<file path="src/hw/ppao_regs.svh">
// Purpose: Constants for the port pin alternate override block
// Assumes: One 8-pin port, synchronous active-high reset
// Notes: Pull-up default pattern is {dir, out, disable} = 3'b010
`ifndef PPAO_REGS_SVH
`define PPAO_REGS_SVH
`define PPAO_NPINS 8
`define PPAO_PU_PATTERN 3'b010
`define PPAO_SYNC_STAGES 2
`define PPAO_RST_BYTE 8'h00
`endif

</file>
<file path="src/hw/ppao_pkg.sv">
// Purpose: Types for the port pin alternate override block
// Assumes: Eight pins per port
// Notes: Each override field is one bit per pin
package ppao_pkg;
    typedef struct packed {
        logic [7:0] pullup_ovr_en;
        logic [7:0] pullup_ovr_val;
        logic [7:0] dir_ovr_en;
        logic [7:0] dir_ovr_val;
        logic [7:0] outval_ovr_en;
        logic [7:0] outval_ovr_val;
        logic [7:0] toggle_ovr_en;
        logic [7:0] inen_ovr_en;
        logic [7:0] inen_ovr_val;
    } ppao_ovr_t;
    typedef enum logic [1:0] {
        PPAO_ACTIVE = 2'h0,
        PPAO_IDLE = 2'h1,
        PPAO_DEEP = 2'h3,
        PPAO_NOISE = 2'h2
    } ppao_mode_t;
endpackage

</file>
<file path="src/hw/ppao_pin_ctl.sv">
// Purpose: Per-pin pad control from register bits and overrides
// Assumes: Override fields already combined per pin
// Notes: Purely combinational; the top registers the results
`timescale 1ns/1ps
`include "ppao_regs.svh"
module ppao_pin_ctl (
    // Register bits
    input wire logic dir_bit_i,
    input wire logic out_bit_i,
    input wire logic global_pullup_disable_i,
    input wire logic sleep_i,
    // Overrides
    input wire logic pullup_ovr_en_i,
    input wire logic pullup_ovr_val_i,
    input wire logic dir_ovr_en_i,
    input wire logic dir_ovr_val_i,
    input wire logic outval_ovr_en_i,
    input wire logic outval_ovr_val_i,
    input wire logic inen_ovr_en_i,
    input wire logic inen_ovr_val_i,
    // Pad controls
    output logic pullup_o,
    output logic drv_en_o,
    output logic drv_val_o,
    output logic inen_o
);
    always_comb begin
        if (pullup_ovr_en_i) begin
            pullup_o = pullup_ovr_val_i;
        end else begin
            pullup_o = ({dir_bit_i, out_bit_i, global_pullup_disable_i}
                == `PPAO_PU_PATTERN);
        end
        drv_en_o = dir_ovr_en_i ? dir_ovr_val_i : dir_bit_i;
        // Level is only meaningful while driving
        drv_val_o = drv_en_o &
            (outval_ovr_en_i ? outval_ovr_val_i : out_bit_i);
        inen_o = inen_ovr_en_i ? inen_ovr_val_i : ~sleep_i;
    end
endmodule

</file>
<file path="src/hw/ppao_port.sv">
// Purpose: Port A with alternate-function override muxing
// Assumes: Pad input after Schmitt stage arrives as pad_in_i
// Notes: Outputs registered, so pad controls lag inputs by one cycle
`timescale 1ns/1ps
`include "ppao_regs.svh"
module ppao_port
    import ppao_pkg::*;
#(
    parameter int NPINS = `PPAO_NPINS
) (
    // Clock and reset
    input wire logic clk_i,
    input wire logic srst_i,
    // Port-wide strobes and data
    input wire logic [7:0] wdata_i,
    input wire logic write_out_strobe_i,
    input wire logic write_dir_strobe_i,
    input wire logic write_in_strobe_i,
    input wire logic read_out_strobe_i,
    input wire logic read_dir_strobe_i,
    input wire logic read_pin_strobe_i,
    output logic [7:0] rdata_o,
    // Chip-wide controls
    input wire logic global_pullup_disable_i,
    input wire ppao_mode_t sleep_mode_i,
    // Generic override bundle from other modules
    input wire ppao_ovr_t ext_ovr_i,
    input wire logic ext_claim_i,
    // First-port alternate sources
    input wire logic [7:0] pin_change_mask_i,
    input wire logic pin_change_group_en_i,
    input wire logic [7:0] conv_digin_disable_i,
    // Pad side
    input wire logic [7:0] pad_in_i,
    output logic [7:0] pullup_o,
    output logic [7:0] drv_en_o,
    output logic [7:0] drv_val_o,
    output logic [7:0] inen_o,
    // To alternate-function modules
    output logic [7:0] raw_digital_in_o,
    output logic [7:0] pin_change_src_o,
    output logic [7:0] conv_chan_o,
    output logic [7:0] in_bit_o
);
    logic [7:0] dir_bit_q;
    logic [7:0] out_bit_q;
    logic [7:0] sync1_q;
    logic [7:0] in_bit_q;
    logic [7:0] rdata_q;
    logic [7:0] pullup_q;
    logic [7:0] drv_en_q;
    logic [7:0] drv_val_q;
    logic [7:0] inen_q;
    logic [7:0] raw_q;
    logic sleep;
    ppao_ovr_t ovr;
    logic [7:0] pullup_d;
    logic [7:0] drv_en_d;
    logic [7:0] drv_val_d;
    logic [7:0] inen_d;
    logic [7:0] pc_hit;

    // Only deep mode clamps inputs; idle and noise-reduce keep them live
    assign sleep = (sleep_mode_i == PPAO_DEEP);
    assign pc_hit = pin_change_mask_i & {8{pin_change_group_en_i}};

    // Merge: first-port sources own the input enable, others via claim
    always_comb begin
        ovr = '0;
        if (ext_claim_i) begin
            ovr = ext_ovr_i;
        end
        ovr.inen_ovr_en = ovr.inen_ovr_en | pc_hit
            | conv_digin_disable_i;
        ovr.inen_ovr_val = ovr.inen_ovr_val | pc_hit;
    end

    // One control slice per pin, each with its own override bits
    for (genvar n = 0; n < NPINS; n++) begin : g_pin
        ppao_pin_ctl u_ctl (
            .dir_bit_i(dir_bit_q[n]),
            .out_bit_i(out_bit_q[n]),
            .global_pullup_disable_i(global_pullup_disable_i),
            .sleep_i(sleep),
            .pullup_ovr_en_i(ovr.pullup_ovr_en[n]),
            .pullup_ovr_val_i(ovr.pullup_ovr_val[n]),
            .dir_ovr_en_i(ovr.dir_ovr_en[n]),
            .dir_ovr_val_i(ovr.dir_ovr_val[n]),
            .outval_ovr_en_i(ovr.outval_ovr_en[n]),
            .outval_ovr_val_i(ovr.outval_ovr_val[n]),
            .inen_ovr_en_i(ovr.inen_ovr_en[n]),
            .inen_ovr_val_i(ovr.inen_ovr_val[n]),
            .pullup_o(pullup_d[n]),
            .drv_en_o(drv_en_d[n]),
            .drv_val_o(drv_val_d[n]),
            .inen_o(inen_d[n])
        );
    end

    always_ff @(posedge clk_i) begin
        if (srst_i) begin
            dir_bit_q <= `PPAO_RST_BYTE;
        end else if (write_dir_strobe_i) begin
            dir_bit_q <= wdata_i;
        end
    end

    // Write beats pin-write toggle; coinciding toggles invert only once
    always_ff @(posedge clk_i) begin
        if (srst_i) begin
            out_bit_q <= `PPAO_RST_BYTE;
        end else if (write_out_strobe_i) begin
            out_bit_q <= wdata_i ^ ovr.toggle_ovr_en;
        end else begin
            out_bit_q <= out_bit_q ^ (ovr.toggle_ovr_en
                | (write_in_strobe_i ? wdata_i : 8'h00));
        end
    end

    // Clamped input reads low, as the pad gate forces it
    always_ff @(posedge clk_i) begin
        if (srst_i) begin
            raw_q <= `PPAO_RST_BYTE;
            sync1_q <= `PPAO_RST_BYTE;
            in_bit_q <= `PPAO_RST_BYTE;
        end else begin
            raw_q <= pad_in_i & inen_q;
            sync1_q <= pad_in_i & inen_q;
            in_bit_q <= sync1_q;
        end
    end

    always_ff @(posedge clk_i) begin
        if (srst_i) begin
            rdata_q <= `PPAO_RST_BYTE;
        end else if (read_pin_strobe_i) begin
            rdata_q <= in_bit_q;
        end else if (read_dir_strobe_i) begin
            rdata_q <= dir_bit_q;
        end else if (read_out_strobe_i) begin
            rdata_q <= out_bit_q;
        end else begin
            rdata_q <= 8'h00;
        end
    end

    // Reset leaves pins tri-stated, no pull-up, input enabled
    always_ff @(posedge clk_i) begin
        if (srst_i) begin
            pullup_q <= 8'h00;
            drv_en_q <= 8'h00;
            drv_val_q <= 8'h00;
            inen_q <= 8'hFF;
        end else begin
            pullup_q <= pullup_d;
            drv_en_q <= drv_en_d;
            drv_val_q <= drv_val_d;
            inen_q <= inen_d;
        end
    end

    // Analog path is not modelled here; pad connects outside the block
    assign pullup_o = pullup_q;
    assign drv_en_o = drv_en_q;
    assign drv_val_o = drv_val_q;
    assign inen_o = inen_q;
    assign rdata_o = rdata_q;
    assign raw_digital_in_o = raw_q;
    assign pin_change_src_o = raw_q;
    assign conv_chan_o = raw_q;
    assign in_bit_o = in_bit_q;
endmodule

</file>
<file path="config.mk">
export PLATFORM = sky130hd
export DESIGN_NAME = ppao_port
export DESIGN_NICKNAME = d
export VERILOG_FILES = /design/src/hw/ppao_pkg.sv /design/src/hw/ppao_pin_ctl.sv /design/src/hw/ppao_port.sv
export VERILOG_INCLUDE_DIRS = /design/src /design/src/hw
export SDC_FILE = /design/constraint.sdc
export NUM_CORES = 1
export LEC_CHECK = 0
export ABC_AREA = 1
export BUFFER_PORTS_ARGS = -buffer_cell sky130_fd_sc_hd__buf_2
export CORE_UTILIZATION = 43
export CTS_CLUSTER_DIAMETER = 50
export DETAILED_ROUTE_END_ITERATION = 6
export GPL_TIMING_DRIVEN = 0
export PLACE_DENSITY = 0.88
export SYNTH_ARGS = -nofsm -noshare
export SYNTH_HDL_FRONTEND = slang
export SYNTH_SLANG_ARGS = --single-unit
</file>
<file path="constraint.sdc">
create_clock -name clk_i -period 1.85 [get_ports clk_i]
set_input_delay 0.0925 -clock clk_i [delete_from_list [all_inputs] [get_ports clk_i]]
set_output_delay 0.0925 -clock clk_i [all_outputs]
set_load 0.1 [all_outputs]
</file>
Word-level counts from Yosys, hierarchy flattened:

Cells that the tools add are included.

* add/subtract/negate cells: 0
* $mul: 0
* divide/modulo/power cells: 0
* $lt $le $gt $ge: 0
* equal/unequal tests: 9
* shift-type cells: 0
* multiplexer cells: 38
* bitwise logic cells: 17
* reduce and logical (&&, ||, !) cells: 0

Operator list (number)
* $mux W72: 1
* $mux W8: 5
* $mux W1: 32
* $or A8 B8 Y8: 4
* $eq A3 B2 Y1 const B: 8
* $and A8 B8 Y8: 2
* $xor A8 B8 Y8: 2
* $and A1 B1 Y1: 8
* $eq A2 B2 Y1 const B: 1
* $not A1 Y1: 1

* bits in registers: 72
* latch bits: 0
* RAM bits: 0
* bits in read-only memories: 0
* output and inout port bits: 72
* memories kept: 0

Logic depth before layout (Yosys ltp):

Gate-level depths: netlist (run 1).

* depth in word-level cells: 4
* gate-level depth with buffers: 7
* mapped depth without buffers: 5

Modules after synthesis:

From an unflattened synthesis (run 1), not the netlist that was laid out.

* cells, all modules: 621
* area, all modules: 3841.2 sq um

Modules (own cells, without submodules)
* ppao_port: instances 1, cells an instance 485, area an instance 3270.6 sq um, seq. area each 1441.4 sq um
* ppao_pin_ctl: instances 8, cells an instance 17, area an instance 71.3 sq um, seq. area each 0.0 sq um

Worst setup path after synthesis (run 1):

No wires, ideal clock.

* path type: reg2out
* start point: reg raw_q[0] (netlist: conv_chan_o[0])
* end point: out pin_change_src_o[0]
* data arrival time: 1.391 ns
* path slack: 0.366 ns
* cell stages (with the launch flop): 2
* buffers on the path: 1
* cells stage by stage: dfxtp_1 buf_4

RTL lines
* start, declared: RTL line ppao_port.sv:54 `logic [7:0] raw_q;`
* start signal, assigned: RTL line ppao_port.sv:123 `` raw_q <= `PPAO_RST_BYTE; ``
* start signal, assigned: RTL line ppao_port.sv:127 `raw_q <= pad_in_i & inen_q;`
* end, declared: RTL line ppao_port.sv:41 `output logic [7:0] pin_change_src_o,`

No word-level cell between the ends.

Worst setup path in the final report (run 1):

* start point: reg raw_q[0] (netlist: conv_chan_o[0])
* end point: out pin_change_src_o[0]

No word-level cell between the ends.

==> out/qor.csv, run 1 <==
metric,value,unit
timing.rr.start,out_bit_q[6],
setup_violations,0,
r2r-end,out_bit_q[6],
fillers,645,
min_path_cells,3,
drt_wl_total,11400,um
crit_path_end_kind,output port,
first_iter_violations,190,
synth.cell_area,0.00335,sq mm
skew,9.21,ps
syn_inst,465,
grt_max_degree,12,
yosysUniqueCellTypes,23,
dp_worst_setup_slack,663,ps
r2r_cells,4,
internal_power,2.67,mW
power_frac_clock,29.7,%
max_slew_margin,59.7,%
switchingPower,1.65,mW
peakVddDrop,0.448,mV
grt_pass1_vias,3871,
antenna_found_initial,0,
core,0.00737,sq mm
worst_skew_pair.late_latency,340,ps
ys_ff_latch,72,
place.gp.congestion,0.852,
final_antenna_net_count,0,
criticalPathCategory,reg -> out,
timing.fmax,735,MHz
hold_class,in -> reg,
min_period,1360,ps
chipHeight,90.2,um
cts_tree,done,
synth.net_count,582,
tightest_slew,604,ps
fin_setup_tns,0,ps
cts.sinks,72,
hold_end,pullup_o[7],
power,4.32,mW
start_util,45.4,%
wl_per_cell,14.6,um
vias,3970,
pwr-share-seq,39.3,%
worstHoldStart,ext_ovr_i[71],
cts_buffers,9,
maxCapViolCount,0,
swShare,38.2,%
port_buffers,181,
dp_hpwl,8230,um
finalHoldViolCount,0,
crit_fanout,4,
power_leakage,2.60,nW
viasPerCell,5.08,
synth.yosys.warnings,0,
ctsRootBufferMaster,clkbuf_8,
dieArea,0.00814,sq mm
diodes,0,
drv_slew,0,
rows,31,
fin_nets,794,
die_width,90.2,um
cp-start-kind,flip-flop,
cts_max_level,3,
r2r_slack,1020,ps
drive_gt1_share,35.3,%
grt_usage,28.0,%
cp.arrival,1270,ps
outcome,"finished, final reports clean",
synth_area_per_cell,7.20,sq um
drc,0,
area_growth,42.7,%
holdWs,11.0,ps
clkTransAtPathRegs,70,ps
ys_seq_area_share,43.1,%
rsz0062_at_grt,false,
cts_resized,0,
num_io_pins,189,
grt_pass1_wl,17900,um
overflow,0,
first_pass_iters,7,
comb_power_share,31.0,%
setup_ws,489,ps
clockBufferDepth,2,
fin_crit_sh,73.6,%
cp.required,1760,ps
powerDensity,905,mW/mm^2
==> layer usage <==
| layer | global-route usage [%] | vias up | part of all wire (%) |
|---|---|---|---|
| li1 | - | 1904 | - |
| met1 | 31.7 | 1787 | 38 |
| met2 | 49.2 | 238 | 50 |
| met3 | 6.51 | 41 | 9.1 |
| met4 | 13.8 | 0 | 3.5 |
| met5 | 0 | - | 0 |
==> logic make-up (layout without fill, tap and decap cells) <==
family,Yosys count,in the layout,share of synthesized area [%]
AOI/OAI and AO/OA,82,82,12.9
buffers and inverters,87,304,13.6
DFF,72,72,43.1
and+or+nand+nor,224,224,30.5
==> stage by stage <==
| step | utilization, % | instances | cell area, sq um |
|---|---|---|---|
| finish | 64.8 | 781 | 4770 |
| global route | 64.8 | 781 | 4770 |
| CTS | 64.8 | 781 | 4770 |
| detailed placement | 59.4 | 745 | 4380 |
| global placement | 59.4 | 745 | 4380 |
| floorplan | - | 465 | 3350 |
==> sequential cells by signal (all words and copies together) (netlist names) <==
signal,count
out_bit_q,8
drv_val_o,8
dir_bit_q,8
conv_chan_o,8
drv_en_o,8
rdata_o,8
inen_o,8
pullup_o,8
in_bit_o,8
==> worst max-delay path: stages, from the launching register on <==
cell and delay [ps]:
dfxtp_1 390, buf_4 130, buf_2 410
==> timing repair <==
item                      4_1_cts  5_1_grt
hold endpoints to repair       15        0
hold buffers                   20        0
setup buffers                   0        0
==> worst max-delay path by stage <==
stage	endpoint	slack, ps	from	cells after the start
floorplan	pin_change_src_o[0]	370	conv_chan_o[0]	1
global placement	drv_en_o[3]	710	srst_i	4
detailed placement	drv_en_o[1]	660	srst_i	4
CTS	pin_change_src_o[0]	470	conv_chan_o[0]	2
global route	pin_change_src_o[7]	420	conv_chan_o[7]	2
finish	pin_change_src_o[0]	490	conv_chan_o[0]	2
==> cells in the mapped netlist, drive strengths merged <==
| master | count | area, sq um |
|---|---|---|
| nor3 | 15 | 110 |
| clkbuf | 3 | 12.5 |
| inv | 50 | 188 |
| o21ai | 32 | 160 |
| buf | 34 | 254 |
| a21oi | 42 | 210 |
| dfxtp | 72 | 1440 |
| nor2 | 40 | 158 |
| nand2 | 115 | 464 |
| nand3b | 7 | 52.6 |
| nand3 | 47 | 235 |
| o211ai | 8 | 60.1 |
==> cell usage in the layout (no fill, tap or decap) <==
cell type and instances:
nand2_2 1, dfxtp_1 72, buf_1 2, clkbuf_1 4, o21ai_1 8, buf_4 17, buf_6 3, o211ai_1 8
buf_12 1, clkbuf_8 11, nand3_1 47, clkinv_2 2, nor2_1 39, nand2_4 4, buf_8 1, clkbuf_2 1
bufinv_16 1, buf_2 191, inv_1 50, nor3_1 8, nand3b_1 7, o21ai_0 24, dlygate4sd3_1 20, nor3_2 7
a21oi_1 42, nand2_1 110, nor2_4 1
==> layout make-up <==
| cell class | count | area, sq um | area share [%] |
|---|---|---|---|
| multi-input cells | 306 | 1450 | 30.4 |
| inverters | 50 | 188 | 3.93 |
| plain buffers | 37 | 267 | 5.58 |
| flip-flops and latches | 72 | 1440 | 30.2 |
| repair buffers | 201 | 1110 | 23.2 |
| clock inverters | 3 | 40.0 | 0.839 |
| well taps | 99 | 124 | 2.59 |
| clock buffers | 13 | 159 | 3.33 |
==> power groups by stage <==
stage | Sequential, mW | Clock [mW] | Combinational, mW
after floorplan | 2.22 | 0 | 0.492
after global placement | 1.73 | 0 | 1.26
after detailed placement | 1.73 | 0 | 1.29
after CTS | 1.70 | 1.29 | 1.33
after global routing | 1.71 | 1.37 | 1.41
final | 1.70 | 1.28 | 1.34
Note: power is estimated with default switching activity, not from simulation.
==> run 2, diff against run 1 <==
Settings changed: ABC_AREA 1 to 0, CORE_UTILIZATION 43 to 40, PLACE_DENSITY 0.88 to 0.87.
Clock period 1.85 ns to 1.13 ns, I/O delays scaled along.
==> out/qor.csv, run 2 <==
metric,value,unit,change
worst_skew_pair.late_latency,340,ps,about the same
synth_area_per_cell,8.99,sq um,+25%
fin_area,0.00555,sq mm,+16%
final_antenna_net_count,0,,unchanged
clkTransAtPathRegs,80,ps,about the same
hold_class,in -> reg,,
holdWs,-8.39,ps,-19.4 ps
timing.fmax,904,MHz,
cts_buffers,9,,unchanged
post-place-cells,655,,-12%
vias,4010,,+1.0%
viasPerCell,5.48,,+7.8%
criticalPathCategory,reg -> reg,,
synth_top_cells_by_count,"dfxtp_1, nand2_1, nand3_1, nor2b_1, a21oi_1",,
peakVddDrop,0.788,mV,+76%
maxCapViolCount,0,,unchanged
num_io_pins,189,,unchanged
yosys.area.top_type,dfxtp_1,,
first_iter_violations,243,,+28%
ys.flop_type,dfxtp_1,,
synth.net_count,489,,-16%
stdcell_count,732,,-6.3%
cts.sinks,72,,unchanged
power_leakage,2.54,nW,-2.5%
die_width,93.5,um,+3.6%
ys_ff_latch,72,,unchanged
synth.cell_area,0.00335,sq mm,unchanged
ys_seq_area_share,43.1,%,unchanged
grt_pass1_vias,4191,,+8.3%
final_cell_mix,"buf_2, buf_4, dlygate4sd3_1",,
cts_max_level,3,,unchanged
min_period,1110,ps,
core,0.00789,sq mm,+7.0%
grt_usage,30.2,%,+2.2 points
syn_inst,372,,-20%
drv_slew,0,,unchanged
ctsRootBufferMaster,clkbuf_8,,
fillers,609,,-5.6%
min_path_cells,3,,unchanged
grt_max_degree,12,,unchanged
drt_wl_total,13300,um,+17%
first_pass_iters,5,,-2
outcome,"complete, but fails checks",,
violations,hold timing,,
place.gp.congestion,0.829,,-2.8%
yosysUniqueCellTypes,27,,+17%
powerDensity,1370,mW/mm^2,+51%
drc,0,,unchanged
synth_edf_count,0,,unchanged
r2r_cells,3,,-1
drive_gt1_share,45.2,%,+9.8 points
cp-start-kind,flip-flop,,
async_reset_ff_share,0,%,unchanged
cp.required,1360,ps,-400 ps
overflow,0,,unchanged
area_growth,65.8,%,
rows,32,,+3.2%
utilization,70.3,%,+5.5 points
placed_area,0.00441,sq mm,+0.77%
crit_fanout,6,,+2
synth_top_area_share,43.1,%,unchanged
skew,12.3,ps,+3.11 ps
setup_violations,0,,unchanged
grt_pass1_wl,20100,um,+13%
finalHoldViolCount,1,,+1
synthTopCellsByArea,"dfxtp_1, nand2_1, nor2b_1",,
dp_hpwl,8020,um,-2.5%
start_util,42.4,%,-3.0 points
cts_tree,done,,
clockBufferDepth,2,,unchanged
fin_nets,741,,-6.7%
power,7.59,mW,+76%
crit_path_end_kind,flip-flop,,
final_common_cell,buf_2,,
cp.arrival,1340,ps,+70 ps
wl_per_cell,18.2,um,+25%
chipHeight,93.5,um,+3.6%
fin_crit_sh,97.9,%,
tightest_slew,787,ps,+183 ps
synth.yosys.warnings,0,,unchanged
yosysMostFrequentCell,dfxtp_1,,
fin_setup_tns,0,ps,unchanged
port_buffers,181,,unchanged
dieArea,0.00873,sq mm,+7.3%
antenna_found_initial,0,,unchanged
max_slew_margin,47.5,%,-12 points
run 2: per-layer routing:
layer	track usage, %	wire [um]	up-vias
li1	-	-	1809
met4	20.4	744	0
met2	54.0	6800	266
met3	6.10	940	70
met5	0	0	-
met1	31.9	4860	1865
run 2: path summary, 6_finish.rpt:
path	start	end	slack, ps
worst max register to register	out_bit_q[6]	out_bit_q[6]	20
worst min register to register	inen_o[1]	conv_chan_o[1]	440
worst min-delay path	ext_ovr_i[63]	pullup_o[7]	-8
worst max-delay path	out_bit_q[6]	out_bit_q[6]	20
run 2: report_power, final:
group	total (mW)	internal [mW]	leakage [nW]	switching [mW]
clock network	2.39	1.43	0.117	0.957
registers	2.82	2.70	0.601	0.128
logic	2.38	0.790	1.82	1.59
total	7.59	4.92	2.54	2.67
run 2: final cells by class:
cell class                 count  area [sq um]  share of cell area, %
clock buffer                  14           173                   3.11
timing repair buffer         241          1740                   31.4
buffer                        43           277                   4.99
tap                          102           128                   2.30
multi-input combinational    257          1660                   30.0
antenna                        1          2.50                 0.0451
clock inverter                 2          60.1                   1.08
sequential                    72          1500                   27.1
run 2: kinds of logic after synthesis:
| kind of cell | Yosys count | share of synthesized area [%] |
|---|---|---|
| compound gates | 81 | 20.1 |
| buf+inv | 43 | 8.26 |
| flops | 72 | 43.1 |
| mux | 16 | 4.79 |
| simple gates | 160 | 23.8 |
run 2: through the flow:
step | hold slack (ps) | worst slack (ps)
3_3_place_gp | 275 | -65.6
4_1_cts | 0.475 | 0.450
2_1_floorplan | 172 | 34.7
5_1_grt | 2.17 | -14.1
6_report | -8.39 | 23.5
3_5_place_dp | 276 | -124
run 2: critical path: stages (launching register included):
cell and delay, ps:
dfxtp_4 390, nor2b_4 170, o22ai_2 80, a2111oi_2 360
run 2: repair_timing:
| action | CTS | global route |
|---|---|---|
| gates resized for setup | 87 | 28 |
| buffers inserted | 0 | 3 |
| pin swaps | 0 | 3 |
| cloned | 0 | 0 |
| hold buffers | 57 | 0 |
| endpoints found under the hold margin | 29 | 0 |
| endpoints found under the setup margin | 71 | 26 |
